--- config.mk ---
export PLATFORM = sky130hd
export DESIGN_NAME = rbe_seq
export DESIGN_NICKNAME = d
export VERILOG_FILES = /design/src/hdl/rbe_pkg.sv /design/src/hdl/rbe_seq.sv
export SDC_FILE = /design/constraint.sdc
export NUM_CORES = 1
export LEC_CHECK = 0
export ABC_CLOCK_PERIOD_IN_PS = 15300
export BUFFER_PORTS_ARGS = -buffer_cell sky130_fd_sc_hd__buf_2
export CAP_MARGIN = 20
export CORE_MARGIN = 2
export CORE_UTILIZATION = 40
export CTS_CLUSTER_DIAMETER = 30
export DETAILED_ROUTE_END_ITERATION = 8
export GPL_TIMING_DRIVEN = 0
export PLACE_DENSITY = 0.65
export RECOVER_POWER = 50
export SETUP_SLACK_MARGIN = 0.02
export SLEW_MARGIN = 10
export SYNTH_ARGS = -nofsm -noshare
export SYNTH_HDL_FRONTEND = slang
export SYNTH_SLANG_ARGS = --single-unit
--- constraint.sdc ---
create_clock -name core_clk -period 15.3 [get_ports core_clk]
set_input_delay 3.06 -clock core_clk [delete_from_list [all_inputs] [get_ports core_clk]]
set_output_delay 3.06 -clock core_clk [all_outputs]
set_load 0.05 [all_outputs]
--- src/hdl/rbe_pkg.sv ---
// constants, types and register map of the exception sequencer
// assumes one core clock; core logic supplies sequencer events on that clock
package rbe_pkg;

   // vector table
   localparam int          NUM_VEC     = 256;
   localparam int          FIXED_VEC   = 64;
   localparam int          USER_VEC    = 192;
   localparam int          VEC_SHIFT   = 2;
   localparam logic [7:0]  VEC_RESET   = 8'h00;
   localparam logic [7:0]  VEC_BUS_ERR = 8'h02;
   localparam logic [7:0]  VEC_ADR_ERR = 8'h03;
   localparam logic [7:0]  VEC_USER_LO = 8'h40;
   localparam logic [31:0] VEC_STEP    = 32'h0000_0004;

   // status register fields
   localparam int          SR_T1     = 15;
   localparam int          SR_T0     = 14;
   localparam int          SR_S      = 13;
   localparam int          SR_M      = 12;
   localparam int          SR_IPM_LO = 8;
   localparam logic [2:0]  IPM_MAX   = 3'h7;
   localparam logic [31:0] VBR_RST   = 32'h0000_0000;

   // frame format codes
   localparam logic [3:0]  FMT_SHORT = 4'ha;
   localparam logic [3:0]  FMT_LONG  = 4'hb;

   // status strobe lengths in clocks
   localparam logic [1:0]  STB_BOUND = 2'h1;
   localparam logic [1:0]  STB_PEND  = 2'h2;
   localparam logic [1:0]  STB_EXC   = 2'h3;

   // outward reset drive length and resync blanking
   localparam int          RST_OUT_CYC_DEF = 16;
   localparam int          RST_BLANK_CYC   = 3;

   // register offsets (byte addresses)
   localparam logic [7:0]  OFF_SR    = 8'h00;
   localparam logic [7:0]  OFF_VBR   = 8'h04;
   localparam logic [7:0]  OFF_CACR  = 8'h08;
   localparam logic [7:0]  OFF_MMU   = 8'h0c;
   localparam logic [7:0]  OFF_ISP   = 8'h10;
   localparam logic [7:0]  OFF_PC    = 8'h14;
   localparam logic [7:0]  OFF_FAULT = 8'h18;
   localparam logic [7:0]  OFF_FPC   = 8'h1c;
   localparam logic [7:0]  OFF_FVA   = 8'h20;

   typedef enum logic [2:0] {
      ST_RST_HOLD, ST_RST_SP, ST_RST_PC, ST_RUN, ST_WALK, ST_EXC, ST_HALT
   } rbe_state_t;

   // events from the core pipeline, same clock
   typedef struct packed {
      logic        boundary;
      logic        pend_trace;
      logic        pend_irq;
      logic        tc_miss;
      logic        walk_done;
      logic        walk_fault;
      logic        seq_exc;
      logic        exec_exc;
      logic [7:0]  exc_vec;
      logic        addr_err;
      logic        cyc_data;
      logic        cyc_fetch;
      logic        cyc_burst_later;
      logic        fetch_use;
      logic        at_boundary;
      logic        rte_restore;
      logic        exc_done;
      logic        reset_insn;
      logic [31:0] cur_pc;
   } rbe_core_ev_t;

   // architectural state held here
   typedef struct packed {
      logic [15:0] sr;
      logic [31:0] vbr;
      logic [6:0]  cacr;
      logic [2:0]  mmu;
      logic [31:0] interrupt_stack_pointer;
      logic [31:0] pc;
   } rbe_arch_t;

   // last exception frame content
   typedef struct packed {
      logic        user;
      logic [7:0]  vec;
      logic [3:0]  fmt;
      logic [15:0] sr;
      logic [31:0] pc;
      logic [31:0] vaddr;
   } rbe_frame_t;

endpackage

--- src/hdl/rbe_seq.sv ---
// exception sequencer: status strobe, reset sequence, bus fault handling
// assumes AHB-Lite single word transfers and a core that reports events
// Notes on behaviour
// - 256 vectors: 64 fixed, 192 user
// - vector address is base plus number times four
// - boundary, next instruction starts: strobe one clock
// - boundary with pending trace/interrupt: two clocks
// - miss or listed exception start: three clocks
// - double fault halt: strobe held continuously
// - execution-caused exceptions give no strobe
// - reset highest priority, aborts everything
// - reset clears trace, master; sets supervisor
// - reset sets priority mask to seven
// - reset zeroes vector base
// - reset clears cache controls, invalidates caches
// - reset clears translation and transparent enables
// - reset fetches stack pointer then program counter
// - reset keeps translation cache, stacks nothing
// - reset instruction drives line out only
// - data fault immediate, prefetch fault deferred
// - fault on later burst access: abort only
// - miss aborts, walks tables, retries
// - retry faults only after failed walk
// - fault entry: copy SR, supervisor, vector two
// - stacked PC is executing instruction address
// - short frame at boundary, long otherwise
// - fault in critical processing: halt until reset
`timescale 1ns/100ps
module rbe_seq #(
   parameter int RST_OUT_CYC = rbe_pkg::RST_OUT_CYC_DEF
) (
   input  wire logic                 core_clk,
   input  wire logic                 sys_rst,
   input  wire logic                 hsel,
   input  wire logic [31:0]          haddr,
   input  wire logic [1:0]           htrans,
   input  wire logic                 hwrite,
   input  wire logic [2:0]           hsize,
   input  wire logic [31:0]          hwdata,
   input  wire logic                 hready,
   output logic                      hreadyout,
   output logic [31:0]               hrdata,
   output logic                      hresp,
   input  wire logic                 reset_pin_in_n,
   output logic                      reset_pin_out_n,
   output logic                      reset_pin_oe,
   input  wire logic                 bus_fault_input,
   input  wire rbe_pkg::rbe_core_ev_t ev,
   input  wire logic                 vec_ack,
   input  wire logic                 vec_err,
   input  wire logic [31:0]          vec_data,
   output logic                      vec_req,
   output logic [31:0]               vec_addr,
   output logic                      status_stb,
   output logic                      abort_o,
   output logic                      burst_abort,
   output logic                      walk_req,
   output logic                      retry_o,
   output logic                      cache_inval,
   output logic                      exc_start,
   output logic                      halted,
   output rbe_pkg::rbe_arch_t        arch,
   output rbe_pkg::rbe_frame_t       frame
);
   import rbe_pkg::*;

   // ---------------------------------------------------------------
   // parameter check
   // ---------------------------------------------------------------
   if (RST_OUT_CYC < 1 || RST_OUT_CYC > 250) begin : g_chk
      $error("RST_OUT_CYC out of range");
   end
   if (NUM_VEC != FIXED_VEC + USER_VEC) begin : g_vchk
      $error("vector table split inconsistent");
   end

   localparam logic [7:0] ROUT_LOAD = 8'(RST_OUT_CYC + RST_BLANK_CYC);
   localparam logic [7:0] ROUT_BLNK = 8'(RST_BLANK_CYC);

   // ---------------------------------------------------------------
   // pin synchronisers
   // ---------------------------------------------------------------
   logic bf_s1, bf_s2, rp_s1, rp_s2;
   always_ff @(posedge core_clk or posedge sys_rst) begin
      if (sys_rst) begin
         bf_s1 <= 1'b0;
         bf_s2 <= 1'b0;
         rp_s1 <= 1'b1;
         rp_s2 <= 1'b1;
      end else begin
         bf_s1 <= bus_fault_input;
         bf_s2 <= bf_s1;
         rp_s1 <= reset_pin_in_n;
         rp_s2 <= rp_s1;
      end
   end

   // ---------------------------------------------------------------
   // state
   // ---------------------------------------------------------------
   rbe_state_t st_reg, st_next;
   rbe_arch_t  arch_reg, arch_next;
   rbe_frame_t frm_reg, frm_next;
   logic [1:0]  stb_reg, stb_next;
   logic [7:0]  rout_reg, rout_next;
   logic [31:0] va_reg, va_next;
   logic        defer_reg, defer_next;
   logic        wflt_reg, wflt_next;
   logic        crit_reg, crit_next;
   logic        abort_reg, abort_next;
   logic        babort_reg, babort_next;
   logic        retry_reg, retry_next;
   logic        inval_reg, inval_next;
   logic        estart_reg, estart_next;
   logic        wr_reg, wr_next;
   logic [7:0]  wa_reg, wa_next;
   logic [31:0] rd_reg, rd_next;
   logic        pin_low, bf, do_exc;

   // own drive of the line must not look like an external reset
   assign pin_low = ~rp_s2 & (rout_reg == 8'h00);
   assign bf      = bf_s2 & (ev.cyc_data | ev.cyc_fetch);

   always_comb begin
      logic [7:0] evec;
      logic       crit;
      logic [1:0] slen;
      evec = VEC_BUS_ERR;
      crit = 1'b0;
      slen = 2'h0;
      do_exc = 1'b0;
      st_next = st_reg;
      arch_next = arch_reg;
      frm_next = frm_reg;
      va_next = va_reg;
      defer_next = defer_reg;
      wflt_next = wflt_reg;
      crit_next = crit_reg;
      abort_next = 1'b0;
      babort_next = 1'b0;
      retry_next = 1'b0;
      inval_next = 1'b0;
      estart_next = 1'b0;
      rout_next = (rout_reg != 8'h00) ? rout_reg - 8'h01 : 8'h00;
      // software writes in the data phase
      if (wr_reg) begin
         case (wa_reg)
            OFF_SR:   arch_next.sr = hwdata[15:0];
            OFF_VBR:  arch_next.vbr = hwdata;
            OFF_CACR: arch_next.cacr = hwdata[6:0];
            OFF_MMU:  arch_next.mmu = hwdata[2:0];
            default: ;
         endcase
      end
      case (st_reg)
         ST_RST_HOLD: begin
            arch_next.sr[SR_T1] = 1'b0;
            arch_next.sr[SR_T0] = 1'b0;
            arch_next.sr[SR_S] = 1'b1;
            arch_next.sr[SR_M] = 1'b0;
            arch_next.sr[SR_IPM_LO +: 3] = IPM_MAX;
            arch_next.vbr = VBR_RST;
            arch_next.cacr = 7'h00;
            inval_next = 1'b1;
            arch_next.mmu = 3'h0;
            defer_next = 1'b0;
            wflt_next = 1'b0;
            crit_next = 1'b1;
            // first long word at offset zero
            va_next = VBR_RST + {22'h0, VEC_RESET, 2'b00};
            if (!pin_low) begin
               st_next = ST_RST_SP;
               slen = STB_EXC;
            end
         end
         ST_RST_SP, ST_RST_PC: begin
            if (vec_err || ev.addr_err) begin
               st_next = ST_HALT;
            end else if (vec_ack) begin
               if (st_reg == ST_RST_SP) begin
                  arch_next.interrupt_stack_pointer = vec_data;
                  va_next = va_reg + VEC_STEP;
                  st_next = ST_RST_PC;
               end else begin
                  arch_next.pc = vec_data;
                  crit_next = 1'b0;
                  st_next = ST_RUN;
               end
            end
         end
         ST_RUN: begin
            if (ev.rte_restore && bf_s2) begin
               st_next = ST_HALT;
            end else if (bf && ev.cyc_burst_later) begin
               babort_next = 1'b1;
            end else if (bf && ev.cyc_data) begin
               abort_next = 1'b1;
               do_exc = 1'b1;
               crit = 1'b1;
            end else if (ev.tc_miss) begin
               abort_next = 1'b1;
               wflt_next = 1'b0;
               st_next = ST_WALK;
               slen = STB_EXC;
            end else if (ev.addr_err) begin
               do_exc = 1'b1;
               evec = VEC_ADR_ERR;
               crit = 1'b1;
            end else if (defer_reg && ev.fetch_use) begin
               defer_next = 1'b0;
               do_exc = 1'b1;
               crit = 1'b1;
            end else if (ev.seq_exc) begin
               do_exc = 1'b1;
               evec = ev.exc_vec;
            end else if (ev.exec_exc) begin
               do_exc = 1'b1;
               evec = ev.exc_vec;
            end else if (ev.boundary) begin
               slen = (ev.pend_trace || ev.pend_irq) ? STB_PEND : STB_BOUND;
            end
            if (bf && ev.cyc_fetch && !ev.cyc_burst_later) begin
               abort_next = 1'b1;
               defer_next = 1'b1;
            end
            // drive line out, no internal change
            if (ev.reset_insn && rout_reg == 8'h00) begin
               rout_next = ROUT_LOAD;
            end
         end
         ST_WALK: begin
            if (bf_s2 || ev.walk_fault) begin
               wflt_next = 1'b1;
            end
            if (ev.walk_done) begin
               // retry fault only after failed walk
               if (wflt_reg || ev.walk_fault || bf_s2) begin
                  do_exc = 1'b1;
                  crit = 1'b1;
               end else begin
                  retry_next = 1'b1;
                  st_next = ST_RUN;
               end
            end
         end
         ST_EXC: begin
            if ((bf_s2 || ev.addr_err) && crit_reg) begin
               st_next = ST_HALT;
            end else if (bf) begin
               do_exc = 1'b1;
               crit = 1'b1;
            end else if (ev.exc_done) begin
               crit_next = 1'b0;
               st_next = ST_RUN;
            end
         end
         ST_HALT: ;
         default: st_next = ST_RST_HOLD;
      endcase
      if (do_exc) begin
         frm_next.sr = arch_reg.sr;
         arch_next.sr[SR_S] = 1'b1;
         arch_next.sr[SR_T1] = 1'b0;
         arch_next.sr[SR_T0] = 1'b0;
         frm_next.vec = evec;
         frm_next.user = (evec >= VEC_USER_LO);
         frm_next.vaddr = arch_reg.vbr + {22'h0, evec, 2'b00};
         frm_next.pc = ev.cur_pc;
         frm_next.fmt = ev.at_boundary ? FMT_SHORT : FMT_LONG;
         crit_next = crit;
         estart_next = 1'b1;
         st_next = ST_EXC;
         if (!(ev.exec_exc && evec == ev.exc_vec && !crit && !ev.seq_exc)) begin
            slen = STB_EXC;
         end
      end
      if (pin_low) begin
         st_next = ST_RST_HOLD;
         abort_next = (st_reg != ST_RST_HOLD);
         estart_next = 1'b0;
         slen = 2'h0;
      end
      if (slen != 2'h0) begin
         stb_next = slen;
      end else begin
         stb_next = (stb_reg != 2'h0) ? stb_reg - 2'h1 : 2'h0;
      end
   end

   // ---------------------------------------------------------------
   // AHB-Lite slave
   // ---------------------------------------------------------------
   always_comb begin
      wr_next = hsel & htrans[1] & hready & hwrite;
      wa_next = haddr[7:0];
      rd_next = rd_reg;
      if (hsel && htrans[1] && hready && !hwrite) begin
         case (haddr[7:0])
            OFF_SR:    rd_next = {16'h0, arch_reg.sr};
            OFF_VBR:   rd_next = arch_reg.vbr;
            OFF_CACR:  rd_next = {25'h0, arch_reg.cacr};
            OFF_MMU:   rd_next = {29'h0, arch_reg.mmu};
            OFF_ISP:   rd_next = arch_reg.interrupt_stack_pointer;
            OFF_PC:    rd_next = arch_reg.pc;
            OFF_FAULT: rd_next = {frm_reg.sr, 1'b0, frm_reg.user, st_reg == ST_HALT,
                                  defer_reg, frm_reg.fmt, frm_reg.vec};
            OFF_FPC:   rd_next = frm_reg.pc;
            OFF_FVA:   rd_next = frm_reg.vaddr;
            default:   rd_next = 32'h0;
         endcase
      end
   end

   always_ff @(posedge core_clk or posedge sys_rst) begin
      if (sys_rst) begin
         st_reg <= ST_RST_HOLD;
         arch_reg <= '0;
         frm_reg <= '0;
         stb_reg <= 2'h0;
         rout_reg <= 8'h00;
         va_reg <= 32'h0;
         defer_reg <= 1'b0;
         wflt_reg <= 1'b0;
         crit_reg <= 1'b0;
         abort_reg <= 1'b0;
         babort_reg <= 1'b0;
         retry_reg <= 1'b0;
         inval_reg <= 1'b0;
         estart_reg <= 1'b0;
         wr_reg <= 1'b0;
         wa_reg <= 8'h00;
         rd_reg <= 32'h0;
      end else begin
         st_reg <= st_next;
         arch_reg <= arch_next;
         frm_reg <= frm_next;
         stb_reg <= stb_next;
         rout_reg <= rout_next;
         va_reg <= va_next;
         defer_reg <= defer_next;
         wflt_reg <= wflt_next;
         crit_reg <= crit_next;
         abort_reg <= abort_next;
         babort_reg <= babort_next;
         retry_reg <= retry_next;
         inval_reg <= inval_next;
         estart_reg <= estart_next;
         wr_reg <= wr_next;
         wa_reg <= wa_next;
         rd_reg <= rd_next;
      end
   end

   // ---------------------------------------------------------------
   // outputs
   // ---------------------------------------------------------------
   assign hreadyout = 1'b1;
   assign hresp = 1'b0;
   assign hrdata = rd_reg;
   assign reset_pin_out_n = 1'b0;
   assign reset_pin_oe = (rout_reg > ROUT_BLNK);
   assign vec_req = (st_reg == ST_RST_SP) || (st_reg == ST_RST_PC);
   assign vec_addr = va_reg;
   assign status_stb = (stb_reg != 2'h0) || (st_reg == ST_HALT);
   assign halted = (st_reg == ST_HALT);
   assign walk_req = (st_reg == ST_WALK);
   assign abort_o = abort_reg;
   assign burst_abort = babort_reg;
   assign retry_o = retry_reg;
   assign cache_inval = inval_reg;
   assign exc_start = estart_reg;
   assign arch = arch_reg;
   assign frame = frm_reg;

   // ---------------------------------------------------------------
   // assertions
   // ---------------------------------------------------------------
   logic quiet;
   assign quiet = !pin_low && !bf_s2 && !ev.tc_miss && !ev.addr_err && !defer_reg
                  && !ev.seq_exc && !ev.exec_exc && !ev.rte_restore;

   property p_bound_one;
      @(posedge core_clk) disable iff (sys_rst)
      (st_reg == ST_RUN && quiet && ev.boundary && !ev.pend_trace && !ev.pend_irq)
      |=> status_stb ##1 (stb_reg == 2'h0 || $past(ev.boundary) || exc_start);
   endproperty
   a_bound_one: assert property (p_bound_one) else $error("boundary strobe length");

   property p_bound_pend;
      @(posedge core_clk) disable iff (sys_rst)
      (st_reg == ST_RUN && quiet && ev.boundary && ev.pend_irq) |=> stb_reg == STB_PEND;
   endproperty
   a_bound_pend: assert property (p_bound_pend) else $error("pending strobe length");

   property p_miss;
      @(posedge core_clk) disable iff (sys_rst)
      (st_reg == ST_RUN && !pin_low && !bf_s2 && !ev.rte_restore && ev.tc_miss)
      |=> (stb_reg == STB_EXC) && walk_req && abort_o;
   endproperty
   a_miss: assert property (p_miss) else $error("miss strobe or walk missing");

   property p_halt;
      @(posedge core_clk) disable iff (sys_rst)
      halted && !pin_low |=> halted && status_stb;
   endproperty
   a_halt: assert property (p_halt) else $error("halt left or strobe dropped");

   property p_exec;
      @(posedge core_clk) disable iff (sys_rst)
      (st_reg == ST_RUN && stb_reg == 2'h0 && !pin_low && !bf_s2 && !ev.tc_miss
       && !ev.addr_err && !defer_reg && !ev.seq_exc && ev.exec_exc)
      |=> !status_stb && exc_start;
   endproperty
   a_exec: assert property (p_exec) else $error("strobe on execution exception");

   property p_rst_init;
      @(posedge core_clk) disable iff (sys_rst)
      st_reg == ST_RST_HOLD |=> arch.sr[SR_IPM_LO +: 3] == IPM_MAX && arch.vbr == VBR_RST
                                && arch.mmu == 3'h0 && arch.cacr == 7'h00 && cache_inval;
   endproperty
   a_rst_init: assert property (p_rst_init) else $error("reset init wrong");

   property p_fault_entry;
      @(posedge core_clk) disable iff (sys_rst)
      exc_start && frame.vec == VEC_BUS_ERR |->
         arch.sr[SR_S] && !arch.sr[SR_T1] && !arch.sr[SR_T0] && frame.vaddr == arch.vbr + 32'h8;
   endproperty
   a_fault_entry: assert property (p_fault_entry) else $error("bus fault entry wrong");

   property p_rst_insn;
      @(posedge core_clk) disable iff (sys_rst)
      (st_reg == ST_RUN && !pin_low && ev.reset_insn && rout_reg == 8'h00)
      |=> reset_pin_oe;
   endproperty
   a_rst_insn: assert property (p_rst_insn) else $error("reset line not driven");

   // drive length counter, judged when the line is let go
   logic [7:0] oe_len_reg, oe_len_next;
   assign oe_len_next = reset_pin_oe ? oe_len_reg + 8'h01 : 8'h00;
   always_ff @(posedge core_clk or posedge sys_rst) begin
      if (sys_rst) begin
         oe_len_reg <= 8'h00;
      end else begin
         oe_len_reg <= oe_len_next;
      end
   end

   property p_rst_len;
      @(posedge core_clk) disable iff (sys_rst)
      $fell(reset_pin_oe) |-> oe_len_reg == 8'(RST_OUT_CYC);
   endproperty
   a_rst_len: assert property (p_rst_len) else $error("reset line drive length");

   property p_burst;
      @(posedge core_clk) disable iff (sys_rst)
      (st_reg == ST_RUN && !pin_low && !ev.rte_restore && bf && ev.cyc_burst_later)
      |=> burst_abort && !exc_start && st_reg == ST_RUN;
   endproperty
   a_burst: assert property (p_burst) else $error("burst fault raised exception");

   property p_dbl;
      @(posedge core_clk) disable iff (sys_rst)
      (st_reg == ST_EXC && crit_reg && bf_s2 && !pin_low) |=> halted;
   endproperty
   a_dbl: assert property (p_dbl) else $error("double fault not halted");

   c_reset_seq: cover property (@(posedge core_clk) disable iff (sys_rst)
      st_reg == ST_RST_PC && vec_ack ##1 st_reg == ST_RUN);
   c_walk_retry: cover property (@(posedge core_clk) disable iff (sys_rst)
      walk_req ##[1:20] retry_o);
   c_halt: cover property (@(posedge core_clk) disable iff (sys_rst) $rose(halted));

endmodule

* Word level (Yosys, flattened, before mapping)
Index checks and enable logic that the tools add are counted.
** Storage, ports and cells
- Register bits after elaboration :: 313
- Logic and storage cells :: 270
** Operators by class
- Add/subtract/negate cells :: 4
- Order comparisons :: 2
- Equal/unequal tests :: 47
- Multiplexer cells :: 116
- Bitwise operators :: 9
- Reductions and logical operators :: 59
** Operator list (count)
- 32-bit case mux with 9 select lines :: 1
- 32-bit two-way mux :: 4
- 8-bit two-way mux :: 12
- 32-bit case mux with 2 select lines :: 1
- 58-bit two-way mux :: 1
- 1-bit two-way mux :: 55
- 3-bit two-way mux :: 16
- 42-bit two-way mux :: 1
- 3-bit != test, second input constant :: 12
- 32-bit by 10-bit adder with 32-bit output :: 1
- 32-bit by 3-bit adder with 32-bit output, second input constant :: 1
- 8-bit by 4-bit == test with 1-bit output, second input constant :: 4
- 8-bit by 5-bit == test with 1-bit output, second input constant :: 4
- 2-bit two-way mux :: 15
- 5-bit != test, second input constant :: 6
- 8-bit logical NOT :: 3
- 3-bit case mux with 6 select lines :: 1
- 2-bit nonzero test :: 9
- 8-bit by 3-bit == test with 1-bit output, second input constant :: 2
- 16-bit two-way mux :: 1
- 1-bit logical AND :: 14
- 2-bit != test, second input constant :: 7
- 7-bit AND reduction :: 2
- 1-bit case mux with 3 select lines :: 4
- 31 further kinds :: 60

* Depth between registers and ports, before layout
- Depth after elaboration :: 18
- Gate-level depth with buffers :: 16
- Mapped depth without buffers :: 12

* Least setup slack after synthesis
OpenSTA, ideal clock, no wires.
- Kind :: input to register
- From :: input ev[39] (netlist name)
- To :: register frm_reg (netlist bit frame[21])
- Arrival :: 5851 ps
- Required time :: 15167 ps
- Setup slack :: 9316 ps
- Cell stages on the path :: 14
- Path buffers :: 2
- Cells stage by stage :: o211ai_1 and3_1 buf_2 nand4b_1 nor2_1 nand2_1 ha_1 a21o_1 nand4_1 a311o_1 buf_2 a2111oi_2 xnor2_1 o21ai_0
** On the way
- Word-level cells in the longest chain between the ends :: 8
- Elaborated cells between the ends (all ways) :: 15
** Ends and longest elaborated chain
- from (decl) :: RTL line rbe_seq.sv:48 : input wire rbe_pkg::rbe_core_ev_t ev,
- 1-bit OR :: RTL line rbe_seq.sv:122 : assign bf = bf_s2 & (ev.cyc_data | ev.cyc_fetch);
- 1-bit AND :: RTL line rbe_seq.sv:122
- 1-bit logical AND :: RTL line rbe_seq.sv:196 : end else if (bf && ev.cyc_data) begin
- 8-bit two-way mux :: RTL line rbe_seq.sv:196
- 8-bit two-way mux :: RTL line rbe_seq.sv:194 : end else if (bf && ev.cyc_burst_later) begin
- 8-bit two-way mux :: RTL line rbe_seq.sv:192 : if (ev.rte_restore && bf_s2) begin
- 8-bit two-way mux :: RTL line rbe_seq.sv:155 : case (st_reg)
- 32-bit by 10-bit adder with 32-bit output :: RTL line rbe_seq.sv:267 : frm_next.vaddr = arch_reg.vbr + {22'h0, evec, 2'b00};
- to (signal assigned) :: RTL line rbe_seq.sv:336 : frm_reg <= frm_next;
- to (decl) :: RTL line rbe_seq.sv:103 : rbe_frame_t frm_reg, frm_next;
Parallel ways exist; a longest one is shown, timed or not.
A chain may end at the register's enable or synchronous reset.

==> results.md <==
- Final setup violating endpoints: 0
- Final slew viol count: between 200 and 250
- Mapped Cells: roughly 1,400
- CTS H-tree depth: 3
- Worst EP required: roughly 15,000 ps
- Final Cycle Share: 59.48%
- Cts repair resizes: 0
- Yosys warns: 0
- Number of flip-flops in the largest register: 122
- Synth Area in Compound Gates: a little over an eighth
- Worst setup SP type: input port
- Clock Latency Late Sink: roughly 600 ps
- Sequential element share of the synthesized area: 52.77%
- Detailed Place HPWL: ~44 mm
- Via count: 13,750
- Area contributors post-synth: dfrtp_1, nand2_1, mux2_2
- Clock Skews: ~23 ps
- Met2 WL: roughly 27 mm
- NumNets Final: 2,116
- Root buffer cell: clkbuf_16
- Dpl cell area: approximately 17,000 um2
- Non-Filler Instances: around 2,500
- CTS tree: yes
- Placed insts: 2,320
- CP arrival: ~8600 ps
- Hold WS: between 300 and 400 ps
- Post CTS Setup Buffer Count: 0
- Avg Cell Area, Syn: 10.30 um2
- Top cell type's share of synthesized area: a little over half
- Num CTS Buffers: 83
- Vias per inst: 5.541
- Initial DRC count: ~1,000
- Final Hold Fails: 0
- I/O pin count: roughly 460
- Cell accounting for the most synthesized area: dfrtp_1
- Slew at the pin closest to its max-slew limit: 4856 ps
- Type of the worst setup path: input port to asynchronous set/reset pin
- Max-cap violations: 3
- Post-synth cell types: 76
- Number of global-route vias before repair: 13,860
- Post-Synth XOR/XNOR Area: under 10%
- Clk slew on worst S/H paths: around 40 ps
- CORE AREA: approximately 36,000 um2
- GRT Util Overall: between 30% and 40%
- Pwr Density: around 210 nW/um2
- RSZ-0062 raised after global routing: false
- Max Root-Sink Buffers: 3
- FMAX: 0.1099 GHz
- Row count: 70
- Largest family of logic cells by synthesized area: simple AND/OR/NAND/NOR gates
- Metal3 WL: 5.464 mm
- Antenna violations before repair: 12
- Post-synth EDFFs: 0
- Simple-Gate Fraction of Synth Area: ~16%
- Die X: 195.4 um
- DRT antenna net count: 0
- # DRC: 0
- Violated checks: capacitance limit, slew limit
- Fill count: 3,270
- Max_slew headroom: -223.8%
- Clk sinks: between 300 and 400
- IR drop worst, VDD: approximately 0.00012 V
- Total wire length: a little under 60 mm
- Die area: about 38,000 um2
- Post-route minimum period: slightly above 9000 ps
- FFs w/ async S/R, synth: 100.0%
- Top_reg_cell synth: dfrtp_1
- Grt total ovfl: 0
- Hold crit path type: register to register
- Drt pass-1 iters: 9
- Initial Utilization: 40.33%
- Worst setup EP type: asynchronous set/reset pin
- Status: complete, but fails checks
- Setup_tns: 0 ps
- Synth-to-Final Area Change: 38.16%
- Synthesized area: about 15,000 um2
- Seq cells post-synth: just over 300
- Largest net degree at the start of global routing: 89
- Post-Synth Adder-Cell Area: 0.9902%
- Buffers on Ports: around 420
- Design Area, Final: around 20,000 um2
- DR top layer: met5
- Final GP Congestion: 0.9120
- Post-DR wirelength/cell: about 24 um
- DIE HEIGHT: around 200 um
- Crit-path max FO: just under 90
- Wl on met1: 23.00 mm
- Hold-fix buffers, CTS: 0
- Share of layout cells above drive strength 1: approximately 33%
- Mux share of post-synthesis cell area: 10.40%
- Static leakage: between 10 and 15 nW
- Global-route wire length before repair: between 80 and 90 mm
## cells in the mapped netlist (all sizes together), types with 17 or more instances
cell and n:
dfrtp 307, nand2 275, nor2 98, mux2 76, o21ai 67, mux2i 60, buf 45, clkbuf 44
a21oi 43, nand3 35, a22oi 32, a21o 30, xnor2 28, a31oi 23, xor2 22, and3 20
inv 17
## power breakdown
part,switching (mW),internal [mW],total [mW],leakage (nW)
clock,0.536,1.25,1.78,1.42
combinational,0.975,0.305,1.28,5.00
sequential,0.170,0.996,1.17,4.07
total,1.68,2.55,4.23,10.5
## path summary, 6_finish.rpt
check	cells past startpoint	from	slack, ps	endpoint
hold reg to reg	0	rp_s1$_DFF_PP1_	350	rp_s2$_DFF_PP1_
max in group core_clk	14	ev[39]	8790	frame[25]$_DFFE_PP0P_
min in group asynchronous	2	sys_rst	3410	frame[34]$_DFFE_PP0P_
setup / recovery	3	sys_rst	6200	arch[23]$_DFFE_PP0P_
setup reg to reg	15	st_reg[1]$_DFFE_PP0P_	10720	frame[25]$_DFFE_PP0P_
hold / removal	0	rp_s1$_DFF_PP1_	350	rp_s2$_DFF_PP1_
## per-stage QoR
stage,power (mW),utilization [%],setup WS [ps]
floorplan,2.047,-,3699
global route,4.380,55.70,5040
finish,4.230,55.72,6200
CTS,4.249,56.02,9011
global placement,2.432,47.79,129.7
detailed placement,2.454,48.04,8380
## placed cells by master, fill, tap and decap left out, drive strengths merged, types with 23 or more instances in the layout
cell type,n
dfrtp,307
mux2i,60
buf,424
a21o,30
nand3,35
mux2,76
a22oi,32
nor2,98
nand2,275
a31oi,23
o21ai,67
a21oi,43
clkinv,28
xnor2,28
clkbuf,195
## cell type report
class	count	area [um2]	area share (%)
Antenna cell	6	15.01	0.07414
Timing Repair Buffer	426	2100	10.37
Clock buffer	104	2310	11.40
Sequential cell	309	7735	38.19
Inverter	18	68.82	0.3398
Tap cell	468	585.6	2.891
Clock inverter	50	593.1	2.928
Multi-Input combinational cell	1011	6434	31.77
Buffer	89	411.6	2.033
## layer usage
metal	vias up	GRT usage, %
met5	-	0
met4	12	15.52
met3	161	8.895
met2	683	48.11
met1	6771	37.46
li1	6119	-
## worst max-delay path, stage by stage
cell	delay, ps
buf_2	100
clkinvlp_2	1840
clkbuf_1	3510
## cell families after synthesis
group | Yosys count
AOI/OAI and AO/OA | 279
xor gates and xnor gates | 50
adders and majority gates | 11
buffers and inverters | 107
DFF | 309
muxes | 139
other | 2
and+or+nand+nor | 526
(Power assumes the default switching activity.)
